==> config.mk <==
export PLATFORM = sky130hd
export DESIGN_NAME = pdla_top
export DESIGN_NICKNAME = d
export VERILOG_FILES = /design/src/rtl/pdla_top.v
export VERILOG_INCLUDE_DIRS = /design/src /design/src/rtl
export SDC_FILE = /design/constraint.sdc
export NUM_CORES = 1
export LEC_CHECK = 0
export BUFFER_PORTS_ARGS = -buffer_cell sky130_fd_sc_hd__buf_2
export CAP_MARGIN = 5
export CORE_MARGIN = 2
export CORE_UTILIZATION = 25
export CTS_CLUSTER_SIZE = 28
export DETAILED_ROUTE_END_ITERATION = 10
export PLACE_DENSITY = 0.5
export SLEW_MARGIN = 20
export SYNTH_ARGS = -nofsm -noshare
export SYNTH_HDL_FRONTEND = slang
export SYNTH_SLANG_ARGS = --single-unit
==> constraint.sdc <==
create_clock -name aclk -period 1.9 [get_ports aclk]
set_input_delay 0.19 -clock aclk [delete_from_list [all_inputs] [get_ports aclk]]
set_output_delay 0.19 -clock aclk [all_outputs]
set_load 0.03 [all_outputs]
==> src/rtl/pdla_map.vh <==
`ifndef PDLA_MAP_VH
`define PDLA_MAP_VH

// ********************************************************
// Register byte offsets.
// ********************************************************
`define PDLA_OFF_BYPASS_DIVIDER_CTRL 8'h00
`define PDLA_OFF_PLL_COMMAND 8'h04
`define PDLA_OFF_PLL_STATUS 8'h08
`define PDLA_OFF_CLOCK_ALIGN_CTRL 8'h0c
`define PDLA_OFF_RATIO_CHANGE_STATUS 8'h10
`define PDLA_OFF_CLOCK_ON_STATUS 8'h14

// ********************************************************
// Field positions.
// ********************************************************
`define PDLA_BIT_BYPASS_DIV_ENABLE 15
`define PDLA_RATIO_MSB 4
`define PDLA_BIT_RATIO_LOAD_TRIGGER 0
`define PDLA_BIT_LOAD_BUSY 0
`define PDLA_BIT_OSC_STABLE 2
`define PDLA_BIT_BYPASS_CLOCK_ON 3

// ********************************************************
// Reset values for the two controller instances.
// ********************************************************
`define PDLA_RST_BYPASS_ENABLE 1'b1
`define PDLA_RST_RATIO_PRIMARY 5'h00
`define PDLA_RST_RATIO_SECONDARY 5'h01
`define PDLA_RST_ALIGN_PRIMARY 3'h7
`define PDLA_RST_ALIGN_SECONDARY 3'h0
`define PDLA_RSVD_ALIGN_PRIMARY 29'h0000003
`define PDLA_RSVD_ALIGN_SECONDARY 29'h0000000

// ********************************************************
// Timing counts in clock cycles.
// ********************************************************
`define PDLA_OSC_SETTLE_CYCLES 256
`define PDLA_ALIGN_CYCLES 8

// ********************************************************
// Bus responses.
// ********************************************************
`define PDLA_RESP_OKAY 2'b00
`define PDLA_RESP_SLVERR 2'b10

`endif

==> src/rtl/pdla_top.v <==
// The AXI4-Lite interface to the registers and the placing of the registers are this design's own decisions.
`timescale 1ns/1ps
// Functional notes
// - Bypass divider runs only when enabled.
// - Bypass divides reference by ratio plus one.
// - Bypass ratio resets 0 primary, 1 secondary.
// - Writing one to trigger starts load.
// - Writing zero to trigger clears the command bit only; a running load continues.
// - Load transfers ratios and aligns clocks.
// - Busy flag reads one during load.
// - Stable flag sets when settling count ends.
// - Settling count finishes during device reset.
// - Align bits select clocks one to three.
// - Align bits reset one primary, zero secondary.
// - Changed flags show modified clock ratios.
// - Secondary third changed flag reads zero.
// - Bypass on flag follows divider running.
`include "pdla_map.vh"

module pdla_top #(
    parameter PRIMARY = 1,
    parameter OSC_SETTLE_CYCLES = `PDLA_OSC_SETTLE_CYCLES,
    parameter ALIGN_CYCLES = `PDLA_ALIGN_CYCLES
) (
    input wire aclk,
    input wire aresetn,
    input wire por_n,
    input wire [7:0] s_axi_awaddr,
    input wire s_axi_awvalid,
    output reg s_axi_awready,
    input wire [31:0] s_axi_wdata,
    input wire [3:0] s_axi_wstrb,
    input wire s_axi_wvalid,
    output reg s_axi_wready,
    output reg [1:0] s_axi_bresp,
    output reg s_axi_bvalid,
    input wire s_axi_bready,
    input wire [7:0] s_axi_araddr,
    input wire s_axi_arvalid,
    output reg s_axi_arready,
    output reg [31:0] s_axi_rdata,
    output reg [1:0] s_axi_rresp,
    output reg s_axi_rvalid,
    input wire s_axi_rready,
    input wire reference_input_clock,
    input wire [2:0] ratio_written,
    output reg bypass_system_clock,
    output reg bypass_clock_on_flag,
    output reg load_busy_flag,
    output reg osc_stable,
    output reg [2:0] ratio_adopt,
    output reg [2:0] align_active
);

    // ********************************************************
    // Constants.
    // ********************************************************
    localparam [4:0] RST_RATIO = (PRIMARY != 0) ?
        `PDLA_RST_RATIO_PRIMARY : `PDLA_RST_RATIO_SECONDARY;
    localparam [2:0] RST_ALIGN = (PRIMARY != 0) ?
        `PDLA_RST_ALIGN_PRIMARY : `PDLA_RST_ALIGN_SECONDARY;
    localparam [28:0] RSVD_ALIGN = (PRIMARY != 0) ?
        `PDLA_RSVD_ALIGN_PRIMARY : `PDLA_RSVD_ALIGN_SECONDARY;
    // The secondary instance has no third system clock.
    localparam [2:0] CLK_MASK = (PRIMARY != 0) ? 3'h7 : 3'h3;
    localparam [2:0] ST_IDLE = 3'b001;
    localparam [2:0] ST_LOAD = 3'b010;
    localparam [2:0] ST_ALIGN = 3'b100;
    localparam integer SETTLE_LAST_W = OSC_SETTLE_CYCLES - 1;
    localparam integer ALIGN_LAST_W = ALIGN_CYCLES - 1;
    localparam [15:0] SETTLE_LAST = SETTLE_LAST_W[15:0];
    localparam [15:0] ALIGN_LAST = ALIGN_LAST_W[15:0];

    // ********************************************************
    // Register state.
    // ********************************************************
    reg bypass_div_enable;
    reg [4:0] bypass_ratio;
    reg ratio_load_trigger;
    reg [2:0] align_select;
    reg [2:0] ratio_changed;
    reg [2:0] state;
    reg [2:0] load_mask;
    reg [15:0] align_cnt;
    reg [15:0] settle_cnt;
    reg [4:0] bypass_cnt;
    reg ref_meta;
    reg ref_sync;
    reg ref_prev;
    reg aw_held;
    reg w_held;
    reg [7:0] aw_addr;
    reg [31:0] w_data;
    reg [3:0] w_strb;
    reg [31:0] next_rdata;
    reg next_rmapped;
    wire wr_fire;
    wire trigger_write;
    wire ref_rise;
    wire seq_done;

    // ********************************************************
    // Write channel capture, address and data in either order.
    // ********************************************************
    always @(posedge aclk) begin
        if (!aresetn) begin
            aw_held <= 1'b0;
            w_held <= 1'b0;
            aw_addr <= 8'h00;
            w_data <= 32'h00000000;
            w_strb <= 4'h0;
            s_axi_awready <= 1'b0;
            s_axi_wready <= 1'b0;
        end else begin
            if (s_axi_awvalid && s_axi_awready) begin
                aw_held <= 1'b1;
                aw_addr <= s_axi_awaddr;
            end else if (wr_fire) begin
                aw_held <= 1'b0;
            end
            if (s_axi_wvalid && s_axi_wready) begin
                w_held <= 1'b1;
                w_data <= s_axi_wdata;
                w_strb <= s_axi_wstrb;
            end else if (wr_fire) begin
                w_held <= 1'b0;
            end
            // Ready is offered for one cycle, then waits for the hold.
            s_axi_awready <= !aw_held && !s_axi_awready &&
                !s_axi_bvalid && s_axi_awvalid;
            s_axi_wready <= !w_held && !s_axi_wready &&
                !s_axi_bvalid && s_axi_wvalid;
        end
    end

    assign wr_fire = aw_held && w_held && !s_axi_bvalid;
    assign trigger_write = wr_fire && w_strb[0] &&
        (aw_addr == `PDLA_OFF_PLL_COMMAND) &&
        w_data[`PDLA_BIT_RATIO_LOAD_TRIGGER];

    // ********************************************************
    // Write response and register updates.
    // ********************************************************
    always @(posedge aclk) begin
        if (!aresetn) begin
            s_axi_bvalid <= 1'b0;
            s_axi_bresp <= `PDLA_RESP_OKAY;
            bypass_div_enable <= `PDLA_RST_BYPASS_ENABLE;
            bypass_ratio <= RST_RATIO;
            align_select <= RST_ALIGN;
        end else begin
            if (s_axi_bvalid && s_axi_bready) begin
                s_axi_bvalid <= 1'b0;
            end
            if (wr_fire) begin
                s_axi_bvalid <= 1'b1;
                case (aw_addr)
                    `PDLA_OFF_BYPASS_DIVIDER_CTRL,
                    `PDLA_OFF_PLL_COMMAND,
                    `PDLA_OFF_PLL_STATUS,
                    `PDLA_OFF_CLOCK_ALIGN_CTRL,
                    `PDLA_OFF_RATIO_CHANGE_STATUS,
                    `PDLA_OFF_CLOCK_ON_STATUS: begin
                        s_axi_bresp <= `PDLA_RESP_OKAY;
                    end
                    default: begin
                        s_axi_bresp <= `PDLA_RESP_SLVERR;
                    end
                endcase
                if (aw_addr == `PDLA_OFF_BYPASS_DIVIDER_CTRL) begin
                    if (w_strb[0]) begin
                        bypass_ratio <= w_data[`PDLA_RATIO_MSB:0];
                    end
                    if (w_strb[1]) begin
                        bypass_div_enable <=
                            w_data[`PDLA_BIT_BYPASS_DIV_ENABLE];
                    end
                end
                // Upper reserved field is fixed; software leaves it.
                if (aw_addr == `PDLA_OFF_CLOCK_ALIGN_CTRL &&
                        w_strb[0]) begin
                    align_select <= w_data[2:0] & CLK_MASK;
                end
            end
        end
    end

    // ********************************************************
    // Command bit, read back until the sequence finishes or a zero is written to it.
    // ********************************************************
    always @(posedge aclk) begin
        if (!aresetn) begin
            ratio_load_trigger <= 1'b0;
        end else if (trigger_write) begin
            ratio_load_trigger <= 1'b1;
        end else if (wr_fire && w_strb[0] &&
                aw_addr == `PDLA_OFF_PLL_COMMAND) begin
            ratio_load_trigger <= 1'b0;
        end else if (seq_done) begin
            ratio_load_trigger <= 1'b0;
        end
    end

    // ********************************************************
    // Load and alignment sequence.
    // ********************************************************
    assign seq_done = (state == ST_ALIGN) && (align_cnt == ALIGN_LAST);

    always @(posedge aclk) begin
        if (!aresetn) begin
            state <= ST_IDLE;
            load_mask <= 3'h0;
            align_cnt <= 16'h0000;
            load_busy_flag <= 1'b0;
            ratio_adopt <= 3'h0;
            align_active <= 3'h0;
        end else begin
            ratio_adopt <= 3'h0;
            case (state)
                ST_IDLE: begin
                    // A trigger while busy is ignored.
                    if (trigger_write) begin
                        state <= ST_LOAD;
                        load_busy_flag <= 1'b1;
                    end
                end
                ST_LOAD: begin
                    // Pending ratios move into the dividers.
                    load_mask <= ratio_changed;
                    ratio_adopt <= ratio_changed;
                    align_active <= align_select;
                    align_cnt <= 16'h0000;
                    state <= ST_ALIGN;
                end
                ST_ALIGN: begin
                    if (seq_done) begin
                        state <= ST_IDLE;
                        load_busy_flag <= 1'b0;
                        align_active <= 3'h0;
                    end else begin
                        align_cnt <= align_cnt + 16'h0001;
                    end
                end
                default: begin
                    state <= ST_IDLE;
                    load_busy_flag <= 1'b0;
                    align_active <= 3'h0;
                end
            endcase
        end
    end

    // ********************************************************
    // Ratio changed flags; a new write wins over the clear.
    // ********************************************************
    always @(posedge aclk) begin
        if (!aresetn) begin
            ratio_changed <= 3'h0;
        end else begin
            ratio_changed <= ((ratio_changed &
                ~(seq_done ? load_mask : 3'h0)) | ratio_written) &
                CLK_MASK;
        end
    end

    // ********************************************************
    // Oscillator settling counter, cleared only by power-on.
    // ********************************************************
    always @(posedge aclk) begin
        if (!por_n) begin
            settle_cnt <= 16'h0000;
            osc_stable <= 1'b0;
        end else if (settle_cnt == SETTLE_LAST) begin
            osc_stable <= 1'b1;
        end else begin
            settle_cnt <= settle_cnt + 16'h0001;
        end
    end

    // ********************************************************
    // Reference clock synchroniser and bypass divider.
    // ********************************************************
    always @(posedge aclk) begin
        if (!aresetn) begin
            ref_meta <= 1'b0;
            ref_sync <= 1'b0;
            ref_prev <= 1'b0;
        end else begin
            ref_meta <= reference_input_clock;
            ref_sync <= ref_meta;
            ref_prev <= ref_sync;
        end
    end

    assign ref_rise = ref_sync && !ref_prev;

    // Output is high for the first half of each ratio+1 period.
    always @(posedge aclk) begin
        if (!aresetn) begin
            bypass_cnt <= 5'h00;
            bypass_system_clock <= 1'b0;
            bypass_clock_on_flag <= 1'b0;
        end else begin
            bypass_clock_on_flag <= bypass_div_enable;
            if (!bypass_div_enable) begin
                bypass_cnt <= 5'h00;
                bypass_system_clock <= 1'b0;
            end else if (bypass_ratio == 5'h00) begin
                bypass_system_clock <= ref_sync;
            end else if (ref_rise) begin
                if (bypass_cnt >= bypass_ratio) begin
                    bypass_cnt <= 5'h00;
                end else begin
                    bypass_cnt <= bypass_cnt + 5'h01;
                end
                bypass_system_clock <= (bypass_cnt >= bypass_ratio) ||
                    ({1'b0, bypass_cnt} + 6'h01 <
                    ({1'b0, bypass_ratio} + 6'h02) >> 1);
            end
        end
    end

    // ********************************************************
    // Read decode.
    // ********************************************************
    always @* begin
        next_rdata = 32'h00000000;
        next_rmapped = 1'b1;
        case (s_axi_araddr)
            `PDLA_OFF_BYPASS_DIVIDER_CTRL: begin
                next_rdata[`PDLA_BIT_BYPASS_DIV_ENABLE] =
                    bypass_div_enable;
                next_rdata[`PDLA_RATIO_MSB:0] = bypass_ratio;
            end
            `PDLA_OFF_PLL_COMMAND: begin
                next_rdata[`PDLA_BIT_RATIO_LOAD_TRIGGER] =
                    ratio_load_trigger;
            end
            `PDLA_OFF_PLL_STATUS: begin
                next_rdata[`PDLA_BIT_LOAD_BUSY] = load_busy_flag;
                next_rdata[`PDLA_BIT_OSC_STABLE] = osc_stable;
            end
            `PDLA_OFF_CLOCK_ALIGN_CTRL: begin
                next_rdata = {RSVD_ALIGN, align_select};
            end
            `PDLA_OFF_RATIO_CHANGE_STATUS: begin
                next_rdata[2:0] = ratio_changed;
            end
            `PDLA_OFF_CLOCK_ON_STATUS: begin
                next_rdata[`PDLA_BIT_BYPASS_CLOCK_ON] =
                    bypass_clock_on_flag;
            end
            default: begin
                next_rmapped = 1'b0;
            end
        endcase
    end

    // ********************************************************
    // Read channel.
    // ********************************************************
    always @(posedge aclk) begin
        if (!aresetn) begin
            s_axi_arready <= 1'b0;
            s_axi_rvalid <= 1'b0;
            s_axi_rdata <= 32'h00000000;
            s_axi_rresp <= `PDLA_RESP_OKAY;
        end else begin
            s_axi_arready <= !s_axi_arready && !s_axi_rvalid &&
                s_axi_arvalid;
            if (s_axi_arvalid && s_axi_arready) begin
                s_axi_rvalid <= 1'b1;
                s_axi_rdata <= next_rdata;
                s_axi_rresp <= next_rmapped ? `PDLA_RESP_OKAY :
                    `PDLA_RESP_SLVERR;
            end else if (s_axi_rvalid && s_axi_rready) begin
                s_axi_rvalid <= 1'b0;
            end
        end
    end

endmodule
==> results of run 1 <==
## worst paths after layout
check	cells past startpoint	endpoint
max	5	settle_cnt[4]$_SDFFE_PN0P_
min	2	ref_meta$_SDFF_PN0_
max reg2reg	5	settle_cnt[4]$_SDFFE_PN0P_
min reg2reg	1	ref_sync$_SDFF_PN0_
## synth_stat cells, drive strengths merged (2+ instances only)
library cell	instances	area share (%)
a21boi	27	4.3
a21oi	10	1.1
a22oi	4	0.63
a31oi	8	1.1
and2	19	2.5
and3	7	0.93
and4	5	0.93
buf	29	4.7
clkbuf	18	1.4
dfxtp	100	42
ha	13	3.4
inv	15	1.2
mux2i	15	3.2
nand2	52	4.2
nand2b	4	0.53
nand3	46	5.0
nand3b	3	0.48
nand4	12	1.7
nand4b	2	0.37
nor2	30	2.4
nor2b	16	2.1
nor3	9	0.95
nor3b	5	0.90
nor4	5	0.93
nor4b	2	0.37
nor4bb	2	0.42
o211ai	2	0.32
o21ai	24	2.5
or2	2	0.26
or4	7	1.1
xnor2	17	3.1
xor2	11	2.0
## stage by stage
step | instance area (um2) | util (%)
6_report | 5679 | 30.46
5_1_grt | 5679 | 30.46
2_1_floorplan | 4832 | -
4_1_cts | 5633 | 30.21
3_5_place_dp | 5321 | 28.54
3_3_place_gp | 5321 | 28.54
## registers in the layout, indices dropped and copies added, names as in the netlist, 5 cells and up
| register | flops |
|---|---|
| align_cnt | 16 |
| settle_cnt | 16 |
| aw_addr | 8 |
| s_axi_rdata | 6 |
| w_data | 6 |
| bypass_cnt | 5 |
| bypass_ratio | 5 |
## routing by layer
layer / vias to the layer above / share of wire [%] / global-route usage, %
met5: - / 0 / 0
met4: 0 / 1.6 / 4.000
met3: 12 / 5.1 / 2.970
met2: 88 / 43 / 16.61
met1: 1791 / 50 / 14.94
li1: 1968 / - / -
## repair_timing
item	in CTS	in global routing
resized for setup	3	14
hold endpoints to repair	0	0
pin swaps	1	6
setup endpoints to repair	4	21
buffers inserted	1	1
## report_power, final
group | total (mW) | internal, mW | switching (mW) | leakage, nW
sequential | 2.16 | 2.13 | 0.0339 | 0.813
combinational | 0.281 | 0.0888 | 0.192 | 1.29
clock | 1.83 | 1.05 | 0.779 | 0.138
## layout make-up
type	instances	share of cell area, %
Timing Repair Buffer	85	8.746
Sequential cell	100	35.36
Clock inverter	4	0.8813
Inverter	15	0.9914
Clock buffer	11	4.274
Multi-Input combinational cell	400	44.59
Tap cell	234	5.155
## kinds of logic (layout without fill, tap and decap cells)
logic type	count (synthesis)	count (layout)	share of synthesized area (%)
multiplexers	16	16	3.650
AND/OR/NAND/NOR	230	230	26.37
XOR/XNOR	28	28	5.184
flip-flops	100	100	42.32
buffers and inverters	62	115	7.299
adder cells (fa/ha/maj)	13	13	3.438
AO/OA/AOI/OAI	85	85	11.66
other	1	28	0.07927
==> impl_metrics.toml, run 1 <==
[clocking]
clk_path_buf_depth = 2
clk_transition_reported_paths_ps = 70
insertion_delay_ps = 350
htreeDepth = 3
cts_tree = "yes"
cts_buffers = 9
clock_sinks = 100
postCtsHoldBufs = 0
root_buffer = "clkbuf_16"

[final_layout]
nets = 688
drive_gt1_share_pct = 19.35
fin_cells = 849
area_growth_pct = 20.05
final-seq-area_mm2 = 0.002008
final_cell_mix = "dfxtp_1 (95), buf_2 (58), nand2_1 (51)"
insertedDiodeCount = 0
fillers = 1990
multiInputGateArea_mm2 = 0.002532
final_common_cell = "dfxtp_1"

[power_and_ir_drop]
p_per_area_mw_per_mm2 = 751.8
p_leak_nw = 2.239
p_total_mw = 4.270
peakVddDrop_mv = 0.3956

[run]
maxCapViolCount = 0

[yosys]
syn_avg_cell_area_um2 = 8.843
synth_seq_area_share_pct = 42.32
synth_edf_count = 0
async_flop_share_pct = 0
synth_cells = 535
synth_top_flop_cell = "dfxtp_1"
synth_area_mm2 = 0.004731
ys_types = 54
ys_ff_latch = 100
synth-warning-count = 0

[setup_path]
cp.arrival_ps = 2100
worst_ep_required_time_ps = 2140
endpoint_kind = "flop"
cp_max_fo = 7
path_cells = "or4_4 > or4_4 > nand3_2 > xnor2_1 > and2_1"
path_buf_inv = 0
crit_family = "simple AND/OR/NAND/NOR gates"
timing.rr.start = "settle_cnt[12]$_SDFFE_PN0P_"
regToRegSetupSlack_ps = 40
critPathMaxStageDelay_ps = 580
cp-startpoint = "settle_cnt[12]$_SDFFE_PN0P_"
worstSetupPathType = "flop to flop"
path_common_cell = "or4_4"
crit_path_start_kind = "flop"
cp_slowest_cell = "or4_4"

[route]
first_iter_violations = 244
drt_wl_total_um = 10660
drc_errors = 0
wl_per_cell_um = 12.55
drtAntennaViolNets = 0
firstDrtPassIters = 6
vias_per_cell = 4.545
vias = 3859

[hold_path]
holdCritStartpoint = "reference_input_clock"
hp-class = "input port to flop"

[timing]
setup_viol = 0
clock_skew_ps = 5.896
tns_ps = 0
fmax_mhz = 538.2
grt_setup_unrepaired = "true"
setup_ws_ps = 41.93
fin_crit_sh_pct = 97.79
drv_slew = 0
slew_headroom_pct = 64.51
tightest_slew_ps = 532.4
hold_viol = 0
whs_ps = 50.73
fin_crit_ps = 1858

[placement]
dpl.hpwl_um = 8065
gp_congestion = 0.7669
portBuffers = 58
pre_cts_slack_ps = -10.70
place_inst = 833

[floorplanning]
die_h_um = 141.6
row_count = 50
core-area_mm2 = 0.01864
fp.dieW_um = 141.6
initial_core_util_pct = 25.38
io_pins = 115
die_area_mm2 = 0.02004

[grt]
grt_pass1_vias = 3581
grt_max_degree = 26
grt-ovfl-total = 0
grt_pass1_wl_um = 17610
antenna_found_initial = 0
grt_usage_pct = 10.95

[status]
status = "finished, final reports clean"
No activity file was read; power rests on OpenSTA's default activity.
==> run 2: changes to the inputs <==
--- a/config.mk
+++ b/config.mk
@@ -6,10 +6,12 @@
 export SDC_FILE = /design/constraint.sdc
 export NUM_CORES = 1
 export LEC_CHECK = 0
+export ABC_AREA = 1
 export BUFFER_PORTS_ARGS = -buffer_cell sky130_fd_sc_hd__buf_2
 export CAP_MARGIN = 5
 export CORE_MARGIN = 2
 export CORE_UTILIZATION = 25
+export CTS_BUF_LIST = sky130_fd_sc_hd__clkbuf_16
 export CTS_CLUSTER_SIZE = 28
 export DETAILED_ROUTE_END_ITERATION = 10
 export PLACE_DENSITY = 0.5
==> run 2 against run 1 <==
  * Global-route usage grew 0.83 points
  * Register-to-register slack improved by 150 ps
  * Final cell count up 21%
  * Largest cell class unchanged
  * Core utilization down 0.55 points
  * Total power is 4.7% higher
  * Non-clock buffer count decreased by 16
==> impl_metrics.toml, run 2 <==
[status]
status = "finished, final reports clean"

[final_layout]
fillers = 2143
final_common_cell = "nand2_1"
fin_cells = 1031
final_cell_mix = "nand2_1 (127), dfxtp_1 (100), nor2_1 (99)"
final-seq-area_mm2 = 0.002002
nets = 838
insertedDiodeCount = 0
top_regs = "align_cnt (16), settle_cnt (16), aw_addr (8)"
area_growth_pct = 17.81
drive_gt1_share_pct = 14.10
multiInputGateArea_mm2 = 0.002464

[setup_path]
reg2reg_depth = 10
timing.rr.start = "align_cnt[0]$_SDFFE_PN0P_"
cp.arrival_ps = 1950
cp_max_fo = 11
crit_path_start_kind = "flop"
reg2reg_to = "align_cnt[6]$_SDFFE_PN0P_"
cp_slowest_cell = "dfxtp_1"
regToRegSetupSlack_ps = 190
worst_ep_required_time_ps = 2150
endpoint_kind = "flop"
path_cells = "ha_1 > nand2_2 > clkinv_1 > nand2_1 > nor2_2 > nand2_2 > nand2_4 > nand2_4 > a21oi_1 > nor2_1"
critPathMaxStageDelay_ps = 400
worstSetupPathType = "flop to flop"

[timing]
fmax_mhz = 585.1
fin_crit_sh_pct = 89.95
grt_setup_unrepaired = "false"
drv_slew = 0
setup_viol = 0
fin_crit_ps = 1709
tns_ps = 0
clock_skew_ps = 7.530
hold_viol = 0

[hold_path]
holdPathStages = 3
holdCritStartpoint = "reference_input_clock"
whs_endpoint = "ref_meta$_SDFF_PN0_"
hp-class = "input port to flop"

[power_and_ir_drop]
power_frac_comb_pct = 7.1
p_sw_share_pct = 24.24
seqPwrFrac_pct = 48.5
netSwitchingPower_mw = 1.084
peakVddDrop_mv = 0.4367
clkPwrFrac_pct = 44.5
p_leak_nw = 2.433
p_per_area_mw_per_mm2 = 770.7
p_int_mw = 3.388

[placement]
gp_congestion = 0.8220
place_inst = 1014
portBuffers = 58
dpl.hpwl_um = 9143

[route]
firstDrtPassIters = 4
drc_errors = 0
vias_per_cell = 4.261
vias = 4393
drt_wl_total_um = 11910
wl_per_cell_um = 11.55
drtAntennaViolNets = 0
first_iter_violations = 146

[clocking]
cts_buffers = 9
root_buffer = "clkbuf_16"
clk_transition_reported_paths_ps = 70
cts_tree = "yes"
postCtsHoldBufs = 0
clock_sinks = 100
clk_path_buf_depth = 2
insertion_delay_ps = 350
htreeDepth = 3

[floorplanning]
fp.dieW_um = 144.4
die_h_um = 144.4
core-area_mm2 = 0.01940
row_count = 51
io_pins = 115
initial_core_util_pct = 25.39
die_area_mm2 = 0.02084

[yosys]
synth_compound_area_share_pct = 13.46
synthMuxAreaShare_pct = 0
yosys.area_share.xor_xnor_pct = 1.600
synth.top_cells.by_count = "nand2_1 (127), dfxtp_1 (100), nor2_1 (100)"
yosysTopAreaCell = "dfxtp_1"
synth_area_mm2 = 0.004926
synth.most_common_cell = "nand2_1"
ys_types = 39
synth_top_family_by_area = "simple AND/OR/NAND/NOR gates"
synth_seq_area_share_pct = 40.64
synthAdderAreaFrac_pct = 3.302
synthTopCellsByArea = "dfxtp_1 (41%), nand2_1 (9.7%), nor2_1 (7.6%)"
ys_ff_latch = 100
syn_avg_cell_area_um2 = 7.088
synth_edf_count = 0
synth-warning-count = 0
synth_cells = 695
synth_top_flop_cell = "dfxtp_1"
async_flop_share_pct = 0
synth_top_area_share_pct = 40.64
synthSimpleGateAreaFrac_pct = 29.46

[grt]
grt_pass1_vias = 4041
antenna_found_initial = 0
grt_max_degree = 25
grt_usage_pct = 11.78
grt_pass1_wl_um = 19530
grt-ovfl-total = 0

[run]
maxCapViolCount = 0
## run 2: cell types whose count changed in the layout (fill, tap and decap cells not counted), sizes merged, moves of 7 or more
cell    previous run  this run
a21boi            27         0
and2              19         1
inv               15        80
a21oi             10        63
nand2             52       133
buf               85        69
or4                7         0
xnor2             17         4
o21ai             24        50
mux2i             15         0
nor2b             16         0
nand3             46        59
nor2              30       103
## run 2: how the worst max path moves through the flow
stage / end / from / slack [ps]
after floorplan: align_cnt[7]$_SDFFE_PN0P_ / align_cnt[0]$_SDFFE_PN0P_ / 390
after global placement: bypass_cnt[2]$_SDFFE_PN0P_ / bypass_ratio[4]$_SDFFE_PN0P_ / 210
after detailed placement: align_cnt[13]$_SDFFE_PN0P_ / align_cnt[0]$_SDFFE_PN0P_ / 170
after CTS: bypass_cnt[1]$_SDFFE_PN0P_ / bypass_ratio[4]$_SDFFE_PN0P_ / 160
after global routing: bypass_cnt[4]$_SDFFE_PN0P_ / bypass_ratio[4]$_SDFFE_PN0P_ / 9
final: align_cnt[6]$_SDFFE_PN0P_ / align_cnt[0]$_SDFFE_PN0P_ / 190
## run 2: cell type report
cell class / instances / area share [%]
multi-input cells: 502 / 42.45
flip-flops and latches: 100 / 34.50
repair buffers: 69 / 6.641
well taps: 265 / 5.714
inverters: 79 / 5.110
clock buffers: 9 / 3.881
clock inverters: 7 / 1.703
## run 2: logic make-up after synthesis
logic type,count (synthesis)
and+or+nand+nor,329
AOI/OAI and AO/OA,123
other,1
buffers and inverters,120
DFF,100
adders and majority gates,13
xor gates and xnor gates,9
## run 2: what timing repair did
item | in CTS | in global routing
endpoints found under the setup margin | 0 | 5
buffers inserted | 0 | 1
gates resized for setup | 0 | 1
## run 2: power by group through the flow
stage | clock [mW] | sequential [mW] | combinational, mW
after global routing | 2.16 | 2.17 | 0.355
after detailed placement | 0 | 2.22 | 0.319
after CTS | 2.07 | 2.17 | 0.320
after global placement | 0 | 2.22 | 0.318
final | 1.99 | 2.17 | 0.316
after floorplan | 0 | 2.23 | 0.246
## run 2: stage by stage
| step | hold slack [ps] | total power, mW | utilization, % | area, um2 | worst slack (ps) |
|---|---|---|---|---|---|
| final | 20.22 | 4.473 | 29.91 | 5803 | 190.9 |
| after CTS | 6.141 | 4.554 | 29.80 | 5781 | 162.1 |
| after floorplan | 287.6 | 2.477 | - | 5027 | 387.4 |
| after global placement | 378.0 | 2.534 | 28.13 | 5456 | 207.5 |
| after detailed placement | 377.0 | 2.536 | 28.13 | 5456 | 173.9 |
| after global routing | 7.200 | 4.692 | 29.91 | 5803 | 9.318 |
## run 2: routing by layer
| metal | global-route usage (%) | share of wire [%] |
|---|---|---|
| met4 | 2.964 | 0.96 |
| met3 | 3.841 | 5.5 |
| met2 | 18.08 | 43 |
| met5 | 0 | 0 |
| met1 | 15.98 | 51 |
## run 2: worst max-delay path, delay by kind of cell (launching register included)
| family | cells | cell delay, ps |
|---|---|---|
| AOI/OAI and AO/OA | 1 | 160 |
| buffers and inverters | 1 | 50 |
| adders and majority gates | 1 | 270 |
| DFF | 1 | 400 |
| and+or+nand+nor | 7 | 710 |
==> run 3: changes to the inputs <==
--- a/config.mk
+++ b/config.mk
@@ -14,7 +14,7 @@
 export CTS_BUF_LIST = sky130_fd_sc_hd__clkbuf_16
 export CTS_CLUSTER_SIZE = 28
 export DETAILED_ROUTE_END_ITERATION = 10
-export PLACE_DENSITY = 0.5
+export PLACE_DENSITY = 0.48
 export SLEW_MARGIN = 20
 export SYNTH_ARGS = -nofsm -noshare
 export SYNTH_HDL_FRONTEND = slang
==> constraint.sdc (replaced) <==
create_clock -name aclk -period 2.1 [get_ports aclk]
set_input_delay 0.21 -clock aclk [delete_from_list [all_inputs] [get_ports aclk]]
set_output_delay 0.21 -clock aclk [all_outputs]
set_load 0.03 [all_outputs]
==> run 3 against run 2 <==
  * Maximum frequency is 3.0% lower
  * Flip-flop and latch count is the same
  * Register-to-register slack improved by 150 ps
  * Core utilization fell by 0.57 points
  * Non-clock buffer count shrank 7
  * Clock-buffer cell count did not move
  * Via count fell by 1.4%
  * Total power down 14%
  * Clock power is 19% lower
  * Worst hold slack improved by 17 ps
  * Sequential power is 9.7% lower
  * Global-route usage down 0.054 points
  * Largest power group unchanged
==> impl_metrics.toml, run 3 (synthesis gave the netlist of run 2 again) <==
[status]
status = "finished, final reports clean"

[floorplanning]
core-area_mm2 = 0.01940
die_h_um = 144.4
row_count = 51
die_area_mm2 = 0.02084
initial_core_util_pct = 25.39
io_pins = 115
fp.dieW_um = 144.4

[route]
met1_length_um = 6105
vias = 4331
drtAntennaViolNets = 0
dr_wl_met3_um = 596
routed-wl-met2_um = 5014
drt_wl_total_um = 11840
first_iter_violations = 169
drc_errors = 0
firstDrtPassIters = 4
topRoutingLayerUsed = "met4"
vias_per_cell = 4.229
wl_per_cell_um = 11.56

[run]
maxCapViolCount = 0

[timing]
hold_viol = 0
fmax_mhz = 567.4
clock_skew_ps = 12.72
grt_setup_unrepaired = "false"
tightest_slew_ps = 569.3
drv_slew = 0
setup_viol = 0
fin_crit_ps = 1762
fin_crit_sh_pct = 83.92
setup_ws_ps = 337.7
slew_headroom_pct = 61.76
tns_ps = 0

[placement]
gp_congestion = 0.7653
dpl.hpwl_um = 9038
portBuffers = 58
pre_cts_slack_ps = 376.4

[final_layout]
drive_gt1_share_pct = 13.04
insertedDiodeCount = 0
nets = 831
area_growth_pct = 15.57
final_common_cell = "nand2_1"
final_cell_mix = "nand2_1 (127), nor2_1 (100), dfxtp_1 (100)"
top_regs = "align_cnt (16), settle_cnt (16), aw_addr (8)"
fin_util_pct = 29.35
fillers = 2204

[clocking]
postCtsHoldBufs = 0
clk_transition_reported_paths_ps = 80
clk_path_buf_depth = 2
root_buffer = "clkbuf_16"
cts_tree = "yes"
htreeDepth = 3
cts_buffers = 9
clock_sinks = 100
cts_resized = 0
postCtsSetupRepairBufs = 0
insertion_delay_ps = 360

[grt]
grt_pass1_vias = 3809
grt_usage_pct = 11.73
grt_max_degree = 30
grt-ovfl-total = 0
antenna_found_initial = 0
grt_pass1_wl_um = 19000

[setup_path]
worst_ep_required_time_ps = 2320
critPathCapture = "align_cnt[14]$_SDFFE_PN0P_"
cp-startpoint = "align_cnt[0]$_SDFFE_PN0P_"
reg2reg_depth = 8
endpoint_kind = "flop"
cp_max_fo = 4
regToRegSetupSlack_ps = 340
worstSetupPathType = "flop to flop"
reg2reg_to = "align_cnt[14]$_SDFFE_PN0P_"
cp.arrival_ps = 1990
crit_path_start_kind = "flop"
timing.rr.start = "align_cnt[0]$_SDFFE_PN0P_"

[power_and_ir_drop]
p_leak_nw = 2.375
clkPwrFrac_pct = 41.9
p_sw_share_pct = 26.54
p_per_area_mw_per_mm2 = 677.2
p_int_mw = 2.832
seqPwrFrac_pct = 50.9
peakVddDrop_mv = 0.4018
netSwitchingPower_mw = 1.023
power_frac_comb_pct = 7.3

[hold_path]
hp-class = "input port to flop"
run 3: changes by cell type in the layout (fill, tap and decap cells not counted):
| cell | change |
|---|---|
| clkinv_2 | -1 |
| inv_6 | +3 |
| nor2_1 | +1 |
| clkinv_1 | +1 |
| bufinv_16 | -2 |
| buf_4 | -6 |
| buf_12 | -1 |
| nor2_2 | -1 |
| clkinvlp_4 | -1 |
run 3: through the flow:
step	hold slack [ps]	area, um2	std cells	power (mW)
6_report	37.26	5693	1024	3.856
5_1_grt	30.80	5693	1024	4.048
4_1_cts	13.78	5693	1024	3.943
3_5_place_dp	395.6	5411	1008	2.288
3_3_place_gp	395.7	5411	1008	2.287
2_1_floorplan	307.6	5027	722	2.241
run 3: power by group through the flow:
| stage | clock (mW) | sequential (mW) | combinational, mW |
|---|---|---|---|
| after detailed placement | 0 | 2.01 | 0.283 |
| after floorplan | 0 | 2.02 | 0.223 |
| final | 1.61 | 1.96 | 0.280 |
| after CTS | 1.70 | 1.96 | 0.283 |
| after global routing | 1.77 | 1.97 | 0.314 |
| after global placement | 0 | 2.01 | 0.282 |
run 3: per-layer routing:
layer	global-route usage, %	vias to the layer above
met3	3.709	12
li1	-	2336
met4	3.066	0
met2	17.49	77
met1	16.35	1906
met5	0	-
run 3: worst min path at each step:
stage / cells after the start / end / start
3_5_place_dp: 2 / ref_sync$_SDFF_PN0_ / ref_meta$_SDFF_PN0_
4_1_cts: 3 / ref_meta$_SDFF_PN0_ / reference_input_clock
3_3_place_gp: 2 / ref_sync$_SDFF_PN0_ / ref_meta$_SDFF_PN0_
6_report: 3 / ref_meta$_SDFF_PN0_ / reference_input_clock
5_1_grt: 3 / ref_meta$_SDFF_PN0_ / reference_input_clock
2_1_floorplan: 2 / ref_meta$_SDFF_PN0_ / reference_input_clock
run 3: cell type report:
class                      count  area, um2  share of cell area [%]
timing repair buffer          62      320.3                   5.626
sequential                   100       2002                   35.16
clock inverter                 7      56.30                  0.9890
tap                          265      331.6                   5.824
inverter                      79      296.5                   5.209
clock buffer                   9      225.2                   3.956
multi-input combinational    502       2461                   43.23
run 3: worst max-delay path, stage by stage, from the launching register on:
cell,delay (ps)
dfxtp_1,390
ha_1,270
nand2_2,100
nor3_1,490
nand3_1,130
nand2_1,90
nand2_1,50
nand2_1,50
a21oi_1,50
